[config.mk]
export PLATFORM = sky130hd
export DESIGN_NAME = cab_address_unit
export DESIGN_NICKNAME = d
export VERILOG_FILES = /design/src/cab_pkg.sv /design/src/cab_address_unit.sv /design/src/cab_counter.sv /design/src/cab_status.sv
export SDC_FILE = /design/constraint.sdc
export NUM_CORES = 1
export LEC_CHECK = 0
export BUFFER_PORTS_ARGS = -buffer_cell sky130_fd_sc_hd__buf_2
export CAP_MARGIN = 10
export CORE_MARGIN = 3
export CORE_UTILIZATION = 35
export DETAILED_ROUTE_END_ITERATION = 10
export GPL_ROUTABILITY_DRIVEN = 0
export SLEW_MARGIN = 30
export SYNTH_ARGS = -nofsm -noshare
export SYNTH_HDL_FRONTEND = slang
export SYNTH_HIERARCHICAL = 1
export SYNTH_SLANG_ARGS = --single-unit
[constraint.sdc]
create_clock -name i_sys_clk -period 2.57 [get_ports i_sys_clk]
set_clock_uncertainty 0.2 [all_clocks]
set_input_delay 0.1285 -clock i_sys_clk [delete_from_list [all_inputs] [get_ports i_sys_clk]]
set_output_delay 0.1285 -clock i_sys_clk [all_outputs]
set_load 0.01 [all_outputs]
[src/cab_pkg.sv]
// How it works
// - next address is formed combinationally from arithmetic unit output and exposed early
// - external address bus is the registered copy of the next address
// - 16-bit program counter supplies the address of every opcode fetch
// - program counter steps by one per opcode fetch and per operand read
// - program counter reloads on jump, branch and interrupt processing
// - 16-bit up/down stack pointer addresses every push and pop
// - stack pointer always points at the most recently pushed byte
// - an 8-bit temporary register holds intermediate operand or address bytes
// - output data bus comes from a three-way selector: registers, pc high, pc low
// - pc bytes are selected onto the output bus when saving a return address
// - read strobe is high in every cycle the input data bus is sampled
// - write strobe comes from a flip-flop, high only while output data valid
// - all flip-flops clock on the rising edge of the single clock
// - interrupt line zero is non-maskable and ignores the mask bit
// - low ready freezes all state except the registered state copies; pending operation completes once ready returns
// - opcode fetch strobe is high in each cycle an opcode is fetched
// - upper four flag bits are set and cleared by their own inputs
// - maskable interrupts are ignored while status bit 3 is one
// - accepted interrupt or reset forces the interrupt opcode into the opcode register
package cab_pkg;

  localparam int ADDR_W = 16;
  localparam int DATA_W = 8;
  localparam int INT_LINES = 8;
  localparam int USER_FLAGS = 4;

  // status flags word field positions
  localparam int FLAG_Z = 0;
  localparam int FLAG_C = 1;
  localparam int FLAG_N = 2;
  localparam int FLAG_MASK = 3;
  localparam int FLAG_USER_LO = 4;

  // reset values
  localparam logic [15:0] PC_RESET = 16'h0000;
  localparam logic [15:0] SP_RESET = 16'h01ff;
  localparam logic [7:0] STATUS_RESET = 8'h08;
  localparam logic [7:0] INT_OPCODE_DEFAULT = 8'h00;

  // minimum reset hold, in rising edges
  localparam int RESET_HOLD_EDGES = 3;

  // commands issued by the instruction decoder, one per cycle
  typedef enum logic [3:0] {
    CMD_IDLE,
    CMD_FETCH,
    CMD_OPERAND,
    CMD_READ_IDX,
    CMD_WRITE_IDX,
    CMD_PUSH,
    CMD_POP,
    CMD_JUMP,
    CMD_LOAD_SP_LO,
    CMD_LOAD_SP_HI,
    CMD_LOAD_TEMP
  } cab_cmd_t;

  // output data selector
  typedef enum logic [1:0] {
    DOUT_REGS,
    DOUT_PC_HI,
    DOUT_PC_LO
  } cab_dout_sel_t;

  typedef struct packed {
    cab_cmd_t cmd;
    cab_dout_sel_t dout_sel;
  } cab_ctrl_t;

  // flag update inputs from the arithmetic unit and decoder
  typedef struct packed {
    logic alu_load;
    logic [2:0] alu_nzc;
    logic mask_set;
    logic mask_clear;
    logic [3:0] user_set;
    logic [3:0] user_clear;
  } cab_flag_ctl_t;

endpackage

[src/cab_address_unit.sv]
`timescale 1ns/1ps
`default_nettype none
// address generation, stack, temporary byte, output data selector and bus strobes
module cab_address_unit #(
  parameter logic [15:0] PC_RESET_VALUE = cab_pkg::PC_RESET,
  parameter logic [15:0] SP_RESET_VALUE = cab_pkg::SP_RESET,
  parameter logic [7:0] INT_OPCODE = cab_pkg::INT_OPCODE_DEFAULT
) (
  input wire logic i_sys_clk,
  input wire logic i_reset,
  input wire logic i_ready,
  input wire cab_pkg::cab_ctrl_t i_ctrl,
  input wire logic [7:0] i_alu_result,
  input wire logic [7:0] i_reg_read_data,
  input wire logic [7:0] i_input_data_bus,
  input wire logic [7:0] i_interrupt_request,
  input wire cab_pkg::cab_flag_ctl_t i_flag_ctl,
  output logic [15:0] o_next_address,
  output logic [15:0] o_address,
  output logic [7:0] o_output_data_bus,
  output logic o_read,
  output logic o_write,
  output logic o_opcode_fetch_strobe,
  output logic [7:0] o_opcode,
  output logic o_int_accepted,
  output logic [2:0] o_int_line,
  output logic [7:0] o_temp,
  output logic [15:0] o_program_counter,
  output logic [15:0] o_stack_pointer,
  output logic [7:0] o_status_flags_word
);

  // counter controls, next-cycle values and status nets
  logic hold;
  logic [15:0] pc_count;
  logic [15:0] sp_count;
  logic [15:0] sp_minus;
  logic [15:0] alu_temp_addr;
  logic [15:0] next_address;
  logic next_read;
  logic next_write;
  logic next_fetch;
  logic pc_load;
  logic pc_inc;
  logic sp_load;
  logic [15:0] sp_load_value;
  logic sp_inc;
  logic sp_dec;
  logic [7:0] next_dout;
  logic [7:0] status_word;
  logic int_pending;
  logic [2:0] int_line;
  logic data_sampled;

  // low ready freezes every flip-flop of the unit except the registered state copies
  // every process below except the registered copies qualifies its update with hold, so a stalled bus cycle repeats
  assign hold = !i_ready;

  // indexed and jump targets: high byte from the arithmetic unit, low byte from temp
  assign alu_temp_addr = {i_alu_result, o_temp};

  // a read completes at the edge that ends its strobed cycle, unless frozen
  assign data_sampled = o_read && i_ready;

  // program counter
  cab_counter #(
    .WIDTH(cab_pkg::ADDR_W),
    .RESET_VALUE(PC_RESET_VALUE)
  ) u_pc (
    .i_sys_clk(i_sys_clk),
    .i_reset(i_reset),
    .i_hold(hold),
    .i_load(pc_load),
    .i_load_value(alu_temp_addr),
    .i_inc(pc_inc),
    .i_dec(1'b0),
    .o_count(pc_count),
    .o_count_minus()
  );

  // stack pointer
  cab_counter #(
    .WIDTH(cab_pkg::ADDR_W),
    .RESET_VALUE(SP_RESET_VALUE)
  ) u_sp (
    .i_sys_clk(i_sys_clk),
    .i_reset(i_reset),
    .i_hold(hold),
    .i_load(sp_load),
    .i_load_value(sp_load_value),
    .i_inc(sp_inc),
    .i_dec(sp_dec),
    .o_count(sp_count),
    .o_count_minus(sp_minus)
  );

  // status flags and interrupt qualification
  cab_status u_status (
    .i_sys_clk(i_sys_clk),
    .i_reset(i_reset),
    .i_hold(hold),
    .i_flag_ctl(i_flag_ctl),
    .i_interrupt_request(i_interrupt_request),
    .o_status_flags_word(status_word),
    .o_int_pending(int_pending),
    .o_int_line(int_line)
  );

  // counter steering from the current command
  always_comb
  begin
    pc_load = 1'b0;
    pc_inc = 1'b0;
    sp_load = 1'b0;
    sp_load_value = sp_count;
    sp_inc = 1'b0;
    sp_dec = 1'b0;
    case (i_ctrl.cmd)
      cab_pkg::CMD_FETCH:
        pc_inc = 1'b1;
      cab_pkg::CMD_OPERAND:
        pc_inc = 1'b1;
      cab_pkg::CMD_JUMP:
        pc_load = 1'b1;
      cab_pkg::CMD_PUSH:
        sp_dec = 1'b1;
      cab_pkg::CMD_POP:
        sp_inc = 1'b1;
      cab_pkg::CMD_LOAD_SP_LO:
      begin
        sp_load = 1'b1;
        sp_load_value = {sp_count[15:8], i_alu_result};
      end
      cab_pkg::CMD_LOAD_SP_HI:
      begin
        sp_load = 1'b1;
        sp_load_value = {i_alu_result, sp_count[7:0]};
      end
      default:
      begin
        pc_load = 1'b0;
      end
    endcase
  end

  // next address and strobes for the following cycle
  // idle, stack-pointer load and temp load commands leave the previous address on the bus
  always_comb
  begin
    next_address = o_address;
    next_read = 1'b0;
    next_write = 1'b0;
    next_fetch = 1'b0;
    case (i_ctrl.cmd)
      cab_pkg::CMD_FETCH:
      begin
        next_address = pc_count;
        next_read = 1'b1;
        next_fetch = 1'b1;
      end
      cab_pkg::CMD_OPERAND:
      begin
        next_address = pc_count;
        next_read = 1'b1;
      end
      cab_pkg::CMD_READ_IDX:
      begin
        next_address = alu_temp_addr;
        next_read = 1'b1;
      end
      cab_pkg::CMD_WRITE_IDX:
      begin
        next_address = alu_temp_addr;
        next_write = 1'b1;
      end
      cab_pkg::CMD_JUMP:
        next_address = alu_temp_addr;
      cab_pkg::CMD_PUSH:
      begin
        next_address = sp_minus;
        next_write = 1'b1;
      end
      cab_pkg::CMD_POP:
      begin
        next_address = sp_count;
        next_read = 1'b1;
      end
      default:
      begin
        next_address = o_address;
      end
    endcase
  end

  // early address for one-cycle-ahead decoding
  assign o_next_address = next_address;

  // three-way output data selector
  always_comb
  begin
    case (i_ctrl.dout_sel)
      cab_pkg::DOUT_PC_HI:
        next_dout = pc_count[15:8];
      cab_pkg::DOUT_PC_LO:
        next_dout = pc_count[7:0];
      default:
        next_dout = i_reg_read_data;
    endcase
  end

  // external address bus, registered from the next address
  // a flop-driven bus leaves the whole cycle for decode into memory
  always_ff @(posedge i_sys_clk)
  begin
    if (i_reset)
      o_address <= cab_pkg::PC_RESET;
    else if (!hold)
      o_address <= next_address;
  end

  // bus strobes, each straight from a flip-flop
  always_ff @(posedge i_sys_clk)
  begin
    if (i_reset)
    begin
      o_read <= 1'b0;
      o_write <= 1'b0;
      o_opcode_fetch_strobe <= 1'b0;
    end
    else if (!hold)
    begin
      o_read <= next_read;
      o_write <= next_write;
      o_opcode_fetch_strobe <= next_fetch;
    end
  end

  // output data registered alongside the write strobe so both stand together
  always_ff @(posedge i_sys_clk)
  begin
    if (i_reset)
      o_output_data_bus <= 8'h00;
    else if (!hold && next_write)
      o_output_data_bus <= next_dout;
  end

  // temporary byte: operand, popped and indexed read data, or an arithmetic result
  // a read completing at this edge beats a temp load, so the decoder
  // must not issue a temp load directly behind an operand, pop or indexed read
  always_ff @(posedge i_sys_clk)
  begin
    if (i_reset)
      o_temp <= 8'h00;
    else if (data_sampled && !o_opcode_fetch_strobe)
      o_temp <= i_input_data_bus;
    else if (!hold && i_ctrl.cmd == cab_pkg::CMD_LOAD_TEMP)
      o_temp <= i_alu_result;
  end

  // opcode register; reset and accepted interrupts force the interrupt opcode
  // interrupts are judged only as a fetch completes, never mid-instruction
  always_ff @(posedge i_sys_clk)
  begin
    if (i_reset)
    begin
      o_opcode <= INT_OPCODE;
      o_int_accepted <= 1'b0;
      o_int_line <= 3'h0;
    end
    else if (data_sampled && o_opcode_fetch_strobe)
    begin
      o_int_accepted <= int_pending;
      o_int_line <= int_line;
      if (int_pending)
        o_opcode <= INT_OPCODE;
      else
        o_opcode <= i_input_data_bus;
    end
    else if (!hold)
      o_int_accepted <= 1'b0;
  end

  // registered copies of internal state for the rest of the core
  // not gated by ready: while frozen they simply repeat the held values
  always_ff @(posedge i_sys_clk)
  begin
    if (i_reset)
    begin
      o_program_counter <= PC_RESET_VALUE;
      o_stack_pointer <= SP_RESET_VALUE;
      o_status_flags_word <= cab_pkg::STATUS_RESET;
    end
    else
    begin
      o_program_counter <= pc_count;
      o_stack_pointer <= sp_count;
      o_status_flags_word <= status_word;
    end
  end

endmodule
`default_nettype wire

[src/cab_counter.sv]
`timescale 1ns/1ps
`default_nettype none
// loadable up/down counter, used for program counter and stack pointer
module cab_counter #(
  parameter int WIDTH = 16,
  parameter logic [WIDTH-1:0] RESET_VALUE = '0
) (
  input wire logic i_sys_clk,
  input wire logic i_reset,
  input wire logic i_hold,
  input wire logic i_load,
  input wire logic [WIDTH-1:0] i_load_value,
  input wire logic i_inc,
  input wire logic i_dec,
  output logic [WIDTH-1:0] o_count,
  output logic [WIDTH-1:0] o_count_minus
);

  // decremented value, offered early for pre-decrement addressing
  assign o_count_minus = o_count - WIDTH'(1);

  // load beats step; hold freezes the count
  always_ff @(posedge i_sys_clk)
  begin
    if (i_reset)
      o_count <= RESET_VALUE;
    else if (!i_hold)
    begin
      if (i_load)
        o_count <= i_load_value;
      else if (i_inc)
        o_count <= o_count + WIDTH'(1);
      else if (i_dec)
        o_count <= o_count_minus;
    end
  end

endmodule
`default_nettype wire

[src/cab_status.sv]
`timescale 1ns/1ps
`default_nettype none
// status flags word and interrupt qualification
module cab_status (
  input wire logic i_sys_clk,
  input wire logic i_reset,
  input wire logic i_hold,
  input wire cab_pkg::cab_flag_ctl_t i_flag_ctl,
  input wire logic [7:0] i_interrupt_request,
  output logic [7:0] o_status_flags_word,
  output logic o_int_pending,
  output logic [2:0] o_int_line
);

  logic [7:0] next_flags;
  logic maskable_req;

  // flag updates; a set wins over a clear in the same cycle
  always_comb
  begin
    next_flags = o_status_flags_word;
    if (i_flag_ctl.alu_load)
    begin
      next_flags[cab_pkg::FLAG_Z] = i_flag_ctl.alu_nzc[0];
      next_flags[cab_pkg::FLAG_C] = i_flag_ctl.alu_nzc[1];
      next_flags[cab_pkg::FLAG_N] = i_flag_ctl.alu_nzc[2];
    end
    if (i_flag_ctl.mask_clear)
      next_flags[cab_pkg::FLAG_MASK] = 1'b0;
    if (i_flag_ctl.mask_set)
      next_flags[cab_pkg::FLAG_MASK] = 1'b1;
    for (int i = 0; i < cab_pkg::USER_FLAGS; i++)
    begin
      if (i_flag_ctl.user_clear[i])
        next_flags[cab_pkg::FLAG_USER_LO + i] = 1'b0;
      if (i_flag_ctl.user_set[i])
        next_flags[cab_pkg::FLAG_USER_LO + i] = 1'b1;
    end
  end

  always_ff @(posedge i_sys_clk)
  begin
    if (i_reset)
      o_status_flags_word <= cab_pkg::STATUS_RESET;
    else if (!i_hold)
      o_status_flags_word <= next_flags;
  end

  // line zero bypasses the mask, the rest obey it
  assign maskable_req = (|i_interrupt_request[7:1]) & ~o_status_flags_word[cab_pkg::FLAG_MASK];
  assign o_int_pending = i_interrupt_request[0] | maskable_req;

  // lowest numbered active line wins
  always_comb
  begin
    o_int_line = 3'h0;
    if (!i_interrupt_request[0] && maskable_req)
    begin
      for (int i = 7; i >= 1; i--)
        if (i_interrupt_request[i])
          o_int_line = 3'(i);
    end
  end

endmodule
`default_nettype wire

==> results.sh, run 1 <==
export IMPL_setup_viol=13
export IMPL_clk_latency_ns=0.43
export IMPL_maxCapViolCount=0
export IMPL_clk_pin_slew_ns=0.06
export IMPL_preCtsSetupSlack_ns=-0.148
export IMPL_slew_headroom_pct=52.5
export IMPL_rows=52
export IMPL_status="finished with violations"
export IMPL_nets=1236
export IMPL_timing_final_crit_share_pct=122
export IMPL_design_area_um2=10400
export IMPL_slowest_delay_ns=0.39
export IMPL_critPathCaptureType="output port"
export IMPL_die_w_um=152
export IMPL_hpwl_um=18800
export IMPL_io_buffers=157
export IMPL_wl_um=27000
export IMPL_crit_chain="inv_4 -> ha_4 -> nor3b_4 -> nand3_2 -> or3_4 -> xnor2_1 -> mux2_4 -> a221o_1 -> o221ai_2 -> a21oi_2 -> buf_2"
export IMPL_grt_pass1_wl_um=41800
export IMPL_violations="negative setup slack"
export IMPL_max_freq_ghz=0.320
export IMPL_cts_sink_count=127
export IMPL_rsz0062_at_grt="true"
export IMPL_min_path_type="in2reg"
export IMPL_cts_tree="built"
export IMPL_report_final_slew_viol_count=0
export IMPL_crit_type="reg2out"
export IMPL_slowest_stage="or3_4"
export IMPL_grt_ovfl_total=0
export IMPL_avgSynthCellArea_um2=8.12
export IMPL_antenna_found_initial=0
export IMPL_root_buffer="clkbuf_16"
export IMPL_syn_to_final_growth_pct=38.6
export IMPL_viasPerCell=5.50
export IMPL_cts_buffers=17
export IMPL_rr_startpoint="u_sp/o_count[0]"
export IMPL_grt_use_met3_pct=3.89
export IMPL_ys_warn_count=6
export IMPL_htree_levels=4
export IMPL_grt_use_met2_pct=36.9
export IMPL_n_fill_cell=1948
export IMPL_die_y_um=152
export IMPL_cts_buffer_depth=2
export IMPL_grt_max_degree=51
export IMPL_drc=0
export IMPL_synthCells=925
export IMPL_final_hold_viol_count=0
export IMPL_drive_gt1_share_pct=33.2
export IMPL_postPlaceCellArea_um2=9000
export IMPL_setup_slack_ns=-0.555
export IMPL_rr_endpoint="o_address[12]"
export IMPL_required_ns=2.24
export IMPL_track_usage_pct=22.1
export IMPL_holdCritStartpoint="i_interrupt_request[7]"
export IMPL_rrSetupSlack_ns=-0.20
export IMPL_final_setup_tns_ns=-3.94
export IMPL_hold_path_end="o_int_line[0]"
export IMPL_start_kind="register"
export IMPL_ant_nets=0
export IMPL_ir_drop_mv=0.460
export IMPL_wl_per_cell_um=18.5
export IMPL_worstRegToRegCells=12
export IMPL_cp_arrival_ns=2.80
export IMPL_p_per_area_nw_per_um2=561
export IMPL_tightest_slew_ns=0.713
export IMPL_core_area_um2=20600
export IMPL_fin_util_pct=50.5
export IMPL_dieArea_um2=23300
export IMPL_firstDrtPassIters=5
export IMPL_worstPathMaxFanout=4
export IMPL_min_period_ns=3.12
export IMPL_num_antenna_cells=0
export IMPL_min_path_cells=5
export IMPL_met1_usage_pct=29.5
export IMPL_grt_busiest_layer="met2"
export IMPL_leakagePower_nw=4.37
export IMPL_syn_area_um2=7510
export IMPL_whs_ns=0.0113
export IMPL_ios=158
export IMPL_grt_pass1_vias=7443
export IMPL_start_util_pct=36.4
export IMPL_drt_initial_drc_count=823
export IMPL_num_vias=8012
## worst max path at each step
| stage | from | to | slack (ns) | depth (start not counted) |
|---|---|---|---|---|
| 2_1_floorplan | u_sp/o_count[2] | o_next_address[9] | -0.02 | 8 |
| 3_3_place_gp | u_sp/o_count[0] | o_next_address[9] | -0.14 | 9 |
| 3_5_place_dp | u_sp/o_count[0] | o_next_address[9] | -0.15 | 9 |
| 4_1_cts | u_sp/o_count[0] | o_next_address[12] | -0.49 | 11 |
| 5_1_grt | u_sp/o_count[0] | o_next_address[12] | -0.61 | 11 |
| 6_report | u_sp/o_count[0] | o_next_address[12] | -0.55 | 11 |
## stage by stage
stage               total power, mW  cells
detailed placement             3.37   1359
global placement               3.37   1359
CTS                            5.84   1453
finish                         5.84   1458
global route                   6.08   1458
floorplan                      2.96    927
## cells in the final DEF, fill, tap and decap left out, drive strengths merged, types with 8 or more instances in the layout
| cell | count |
|---|---|
| a211oi | 28 |
| a21oi | 71 |
| a221o | 10 |
| a22o | 9 |
| a22oi | 16 |
| a311oi | 9 |
| a31oi | 13 |
| buf | 257 |
| clkbuf | 19 |
| dfxtp | 127 |
| dlygate4sd3 | 52 |
| inv | 29 |
| mux2 | 34 |
| mux2i | 9 |
| nand2 | 99 |
| nand2b | 16 |
| nand3 | 23 |
| nand3b | 9 |
| nand4 | 11 |
| nor2 | 93 |
| nor2b | 40 |
| nor3 | 17 |
| nor4 | 17 |
| o21ai | 32 |
| o221ai | 8 |
| o22ai | 11 |
| or2 | 14 |
| or3 | 8 |
| or4 | 10 |
| xnor2 | 14 |
## per-layer routing
layer | share of wire [%] | up-vias
li1 | - | 3837
met1 | 44 | 3819
met2 | 47 | 307
met3 | 6.2 | 49
met4 | 2.5 | 0
met5 | 0 | -
## state kept, by name, summed over array words and instances, names as in the netlist
name                          flops
o_address                        16
o_int_accepted                    1
o_int_line                        3
o_opcode                          8
o_opcode_fetch_strobe             1
o_output_data_bus                 8
o_program_counter                16
o_read                            1
o_stack_pointer                  16
o_status_flags_word               8
o_temp                            8
o_write                           1
u_pc/o_count                     16
u_sp/o_count                     16
u_status/o_status_flags_word      8
## area by class of cell
cell class              instances  area [µm²]  area share [%]
flip-flops and latches        127        2550            24.5
well taps                     270         338            3.25
repair buffers                309        2090            20.0
clock inverters                13         125            1.20
multi-input cells             696        4770            45.8
clock buffers                  19         453            4.35
inverters                      24        92.6           0.889
## power by group
group	leakage (nW)	internal, mW	switching (mW)
Combinational	3.05	0.567	0.682
Sequential	1.03	2.07	0.146
Clock	0.282	1.40	0.979
## critical path: cells and delay by family, from the launching register on
family,cells,cell delay [ns]
compound gates,3,0.52
xor+xnor,1,0.13
fa+ha+maj,1,0.14
buf+inv,2,0.22
flops,1,0.37
mux,1,0.26
simple gates,3,0.73
## repair_timing
action,4_1_cts,5_1_grt
pin swaps,13,11
hold buffers,52,0
hold endpoints to repair,48,0
setup endpoints to repair,13,17
setup buffers,10,6
gates resized for setup,29,18
Power figures use the tool's default switching activity.
==> run 2: changes to the inputs <==
--- a/config.mk
+++ b/config.mk
@@ -5,11 +5,13 @@
 export SDC_FILE = /design/constraint.sdc
 export NUM_CORES = 1
 export LEC_CHECK = 0
-export BUFFER_PORTS_ARGS = -buffer_cell sky130_fd_sc_hd__buf_2
+export ABC_CLOCK_PERIOD_IN_PS = 2570
 export CAP_MARGIN = 10
 export CORE_MARGIN = 3
 export CORE_UTILIZATION = 35
+export CTS_BUF_LIST = sky130_fd_sc_hd__clkbuf_4
 export DETAILED_ROUTE_END_ITERATION = 10
+export DONT_BUFFER_PORTS = 1
 export GPL_ROUTABILITY_DRIVEN = 0
 export SLEW_MARGIN = 30
 export SYNTH_ARGS = -nofsm -noshare
==> run 2 against run 1 <==
Net effect:
- the flow finishes with violations (negative hold slack, negative setup slack)
- power is 17% lower
- fmax is 1.4% higher
- clock power is 38% lower
- critical endpoint unchanged
- global-route usage is 0.085 points lower
- via count is 2.9% lower
==> results.sh, run 2 (synthesis gave the netlist of run 1 again) <==
export IMPL_grt_max_degree=127
export IMPL_cts_buffers=17
export IMPL_core_area_um2=20600
export IMPL_p_per_area_nw_per_um2=499
export IMPL_cp_num_buf_inv=1
export IMPL_min_path_type="in2reg"
export IMPL_grt_pass1_vias=7050
export IMPL_slowest_delay_ns=0.39
export IMPL_regArea_um2=2550
export IMPL_die_y_um=152
export IMPL_rsz0062_at_grt="true"
export IMPL_crit_type="reg2out"
export IMPL_max_freq_ghz=0.325
export IMPL_crit_chain="inv_4 -> ha_4 -> nor3b_4 -> nand3_2 -> or3_4 -> xnor2_2 -> mux2_4 -> a221o_1 -> o221ai_2 -> a21oi_2"
export IMPL_antenna_found_initial=3
export IMPL_io_buffers=0
export IMPL_track_usage_pct=22.1
export IMPL_firstDrtPassIters=6
export IMPL_dieArea_um2=23300
export IMPL_clk_latency_ns=0.56
export IMPL_die_w_um=152
export IMPL_slew_headroom_pct=55.7
export IMPL_hpwl_um=17700
export IMPL_root_buffer="clkbuf_4"
export IMPL_fin_total_pwr_mw=4.88
export IMPL_critPathCaptureType="output port"
export IMPL_worstPathMaxFanout=5
export IMPL_start_util_pct=36.4
export IMPL_nets=1103
export IMPL_ant_nets=0
export IMPL_rows=52
export IMPL_drive_gt1_share_pct=23.4
export IMPL_n_fill_cell=1953
export IMPL_grt_ovfl_total=0
export IMPL_htree_levels=4
export IMPL_cp_arrival_ns=2.75
export IMPL_cts_buffer_depth=2
export IMPL_whs_ns=-0.205
export IMPL_crit_start="u_sp/o_count[0]"
export IMPL_cts_sink_count=127
export IMPL_setup_viol=13
export IMPL_report_final_slew_viol_count=0
export IMPL_fin_util_pct=47.3
export IMPL_maxCapViolCount=0
export IMPL_rr_startpoint="u_sp/o_count[0]"
export IMPL_clk_pin_slew_ns=0.13
export IMPL_required_ns=2.24
export IMPL_final_common_cell="dfxtp_1"
export IMPL_num_vias=7780
export IMPL_timing_final_crit_share_pct=120
export IMPL_mostFrequentLayoutCells="dfxtp_1 (122), nand2_1 (95), nor2_1 (86)"
export IMPL_setup_slack_ns=-0.511
export IMPL_wl_per_cell_um=20.6
export IMPL_drt_initial_drc_count=901
export IMPL_final_hold_viol_count=14
export IMPL_dpl_cell_count=1184
export IMPL_grt_pass1_wl_um=41200
export IMPL_stdcell_count=1324
export IMPL_cts_tree="built"
export IMPL_multi_input_area_um2=4870
export IMPL_wl_um=27300
export IMPL_critical_path_top_delay_family="simple AND/OR/NAND/NOR gates"
export IMPL_min_period_ns=3.08
export IMPL_leakagePower_nw=3.66
export IMPL_holdCritStartpoint="i_ctrl[3]"
export IMPL_drc=0
export IMPL_ios=158
export IMPL_slowest_stage="dfxtp_4"
export IMPL_viasPerCell=5.88
export IMPL_ir_drop_mv=0.273
export IMPL_violations="negative hold slack, negative setup slack"
export IMPL_syn_to_final_growth_pct=30.0
export IMPL_start_kind="register"
export IMPL_tightest_slew_ns=0.664
export IMPL_status="finished with violations"
## run 2: where the power goes
part / switching, mW / total, mW / internal [mW]
Sequential: 0.187 / 2.25 / 2.07
Combinational: 0.623 / 1.14 / 0.516
Clock: 0.813 / 1.48 / 0.669
Total: 1.62 / 4.88 / 3.25
## run 2: metrics by stage
step           worst slack (ns)  TNS (ns)  area [µm²]
6_report                 -0.511     -4.19        9760
5_1_grt                  -0.628     -5.79        9760
4_1_cts                  -0.530     -8.36        9660
3_5_place_dp            -0.0291   -0.0663        8090
3_3_place_gp            0.00691         0        8090
2_1_floorplan           -0.0176   -0.0176        7610
## run 2: layer usage
layer	global-route usage (%)	wire length [µm]	vias to the layer above
met5	0	13	-
met2	35.8	12700	376
met4	7.09	910	2
met1	28.7	11500	3733
met3	5.94	2270	87
li1	-	-	3582
## run 2: path summary, 6_finish.rpt
| path | end | slack (ns) | depth (start not counted) |
|---|---|---|---|
| min | o_address[9] | -0.21 | 3 |
| max reg2reg | o_address[6] | 0.01 | 14 |
| min reg2reg | o_status_flags_word[0] | 0.27 | 1 |
| max | o_next_address[12] | -0.51 | 10 |
## run 2: final cells by class
| type | instances | area share [%] |
|---|---|---|
| multi-input cells | 696 | 49.8 |
| diodes | 1 | 0.0256 |
| clock buffers | 17 | 1.31 |
| flip-flops and latches | 127 | 26.1 |
| repair buffers | 176 | 16.6 |
| inverters | 24 | 0.948 |
| well taps | 270 | 3.46 |
| clock inverters | 13 | 1.68 |
## run 2: timing repair
action / CTS / global route
hold buffers: 87 / 1
pin swaps: 32 / 31
buffers inserted: 17 / 11
setup endpoints to repair: 14 / 48
hold endpoints to repair: 127 / 14
gates resized for setup: 60 / 21
## run 2: worst reg2reg max path, delay by kind of cell (launching register included)
kind | cells | cell delay (ns)
DFF | 1 | 0.39
and+or+nand+nor | 3 | 0.66
AOI/OAI and AO/OA | 4 | 0.45
buffers and inverters | 6 | 0.61
adders and majority gates | 1 | 0.13
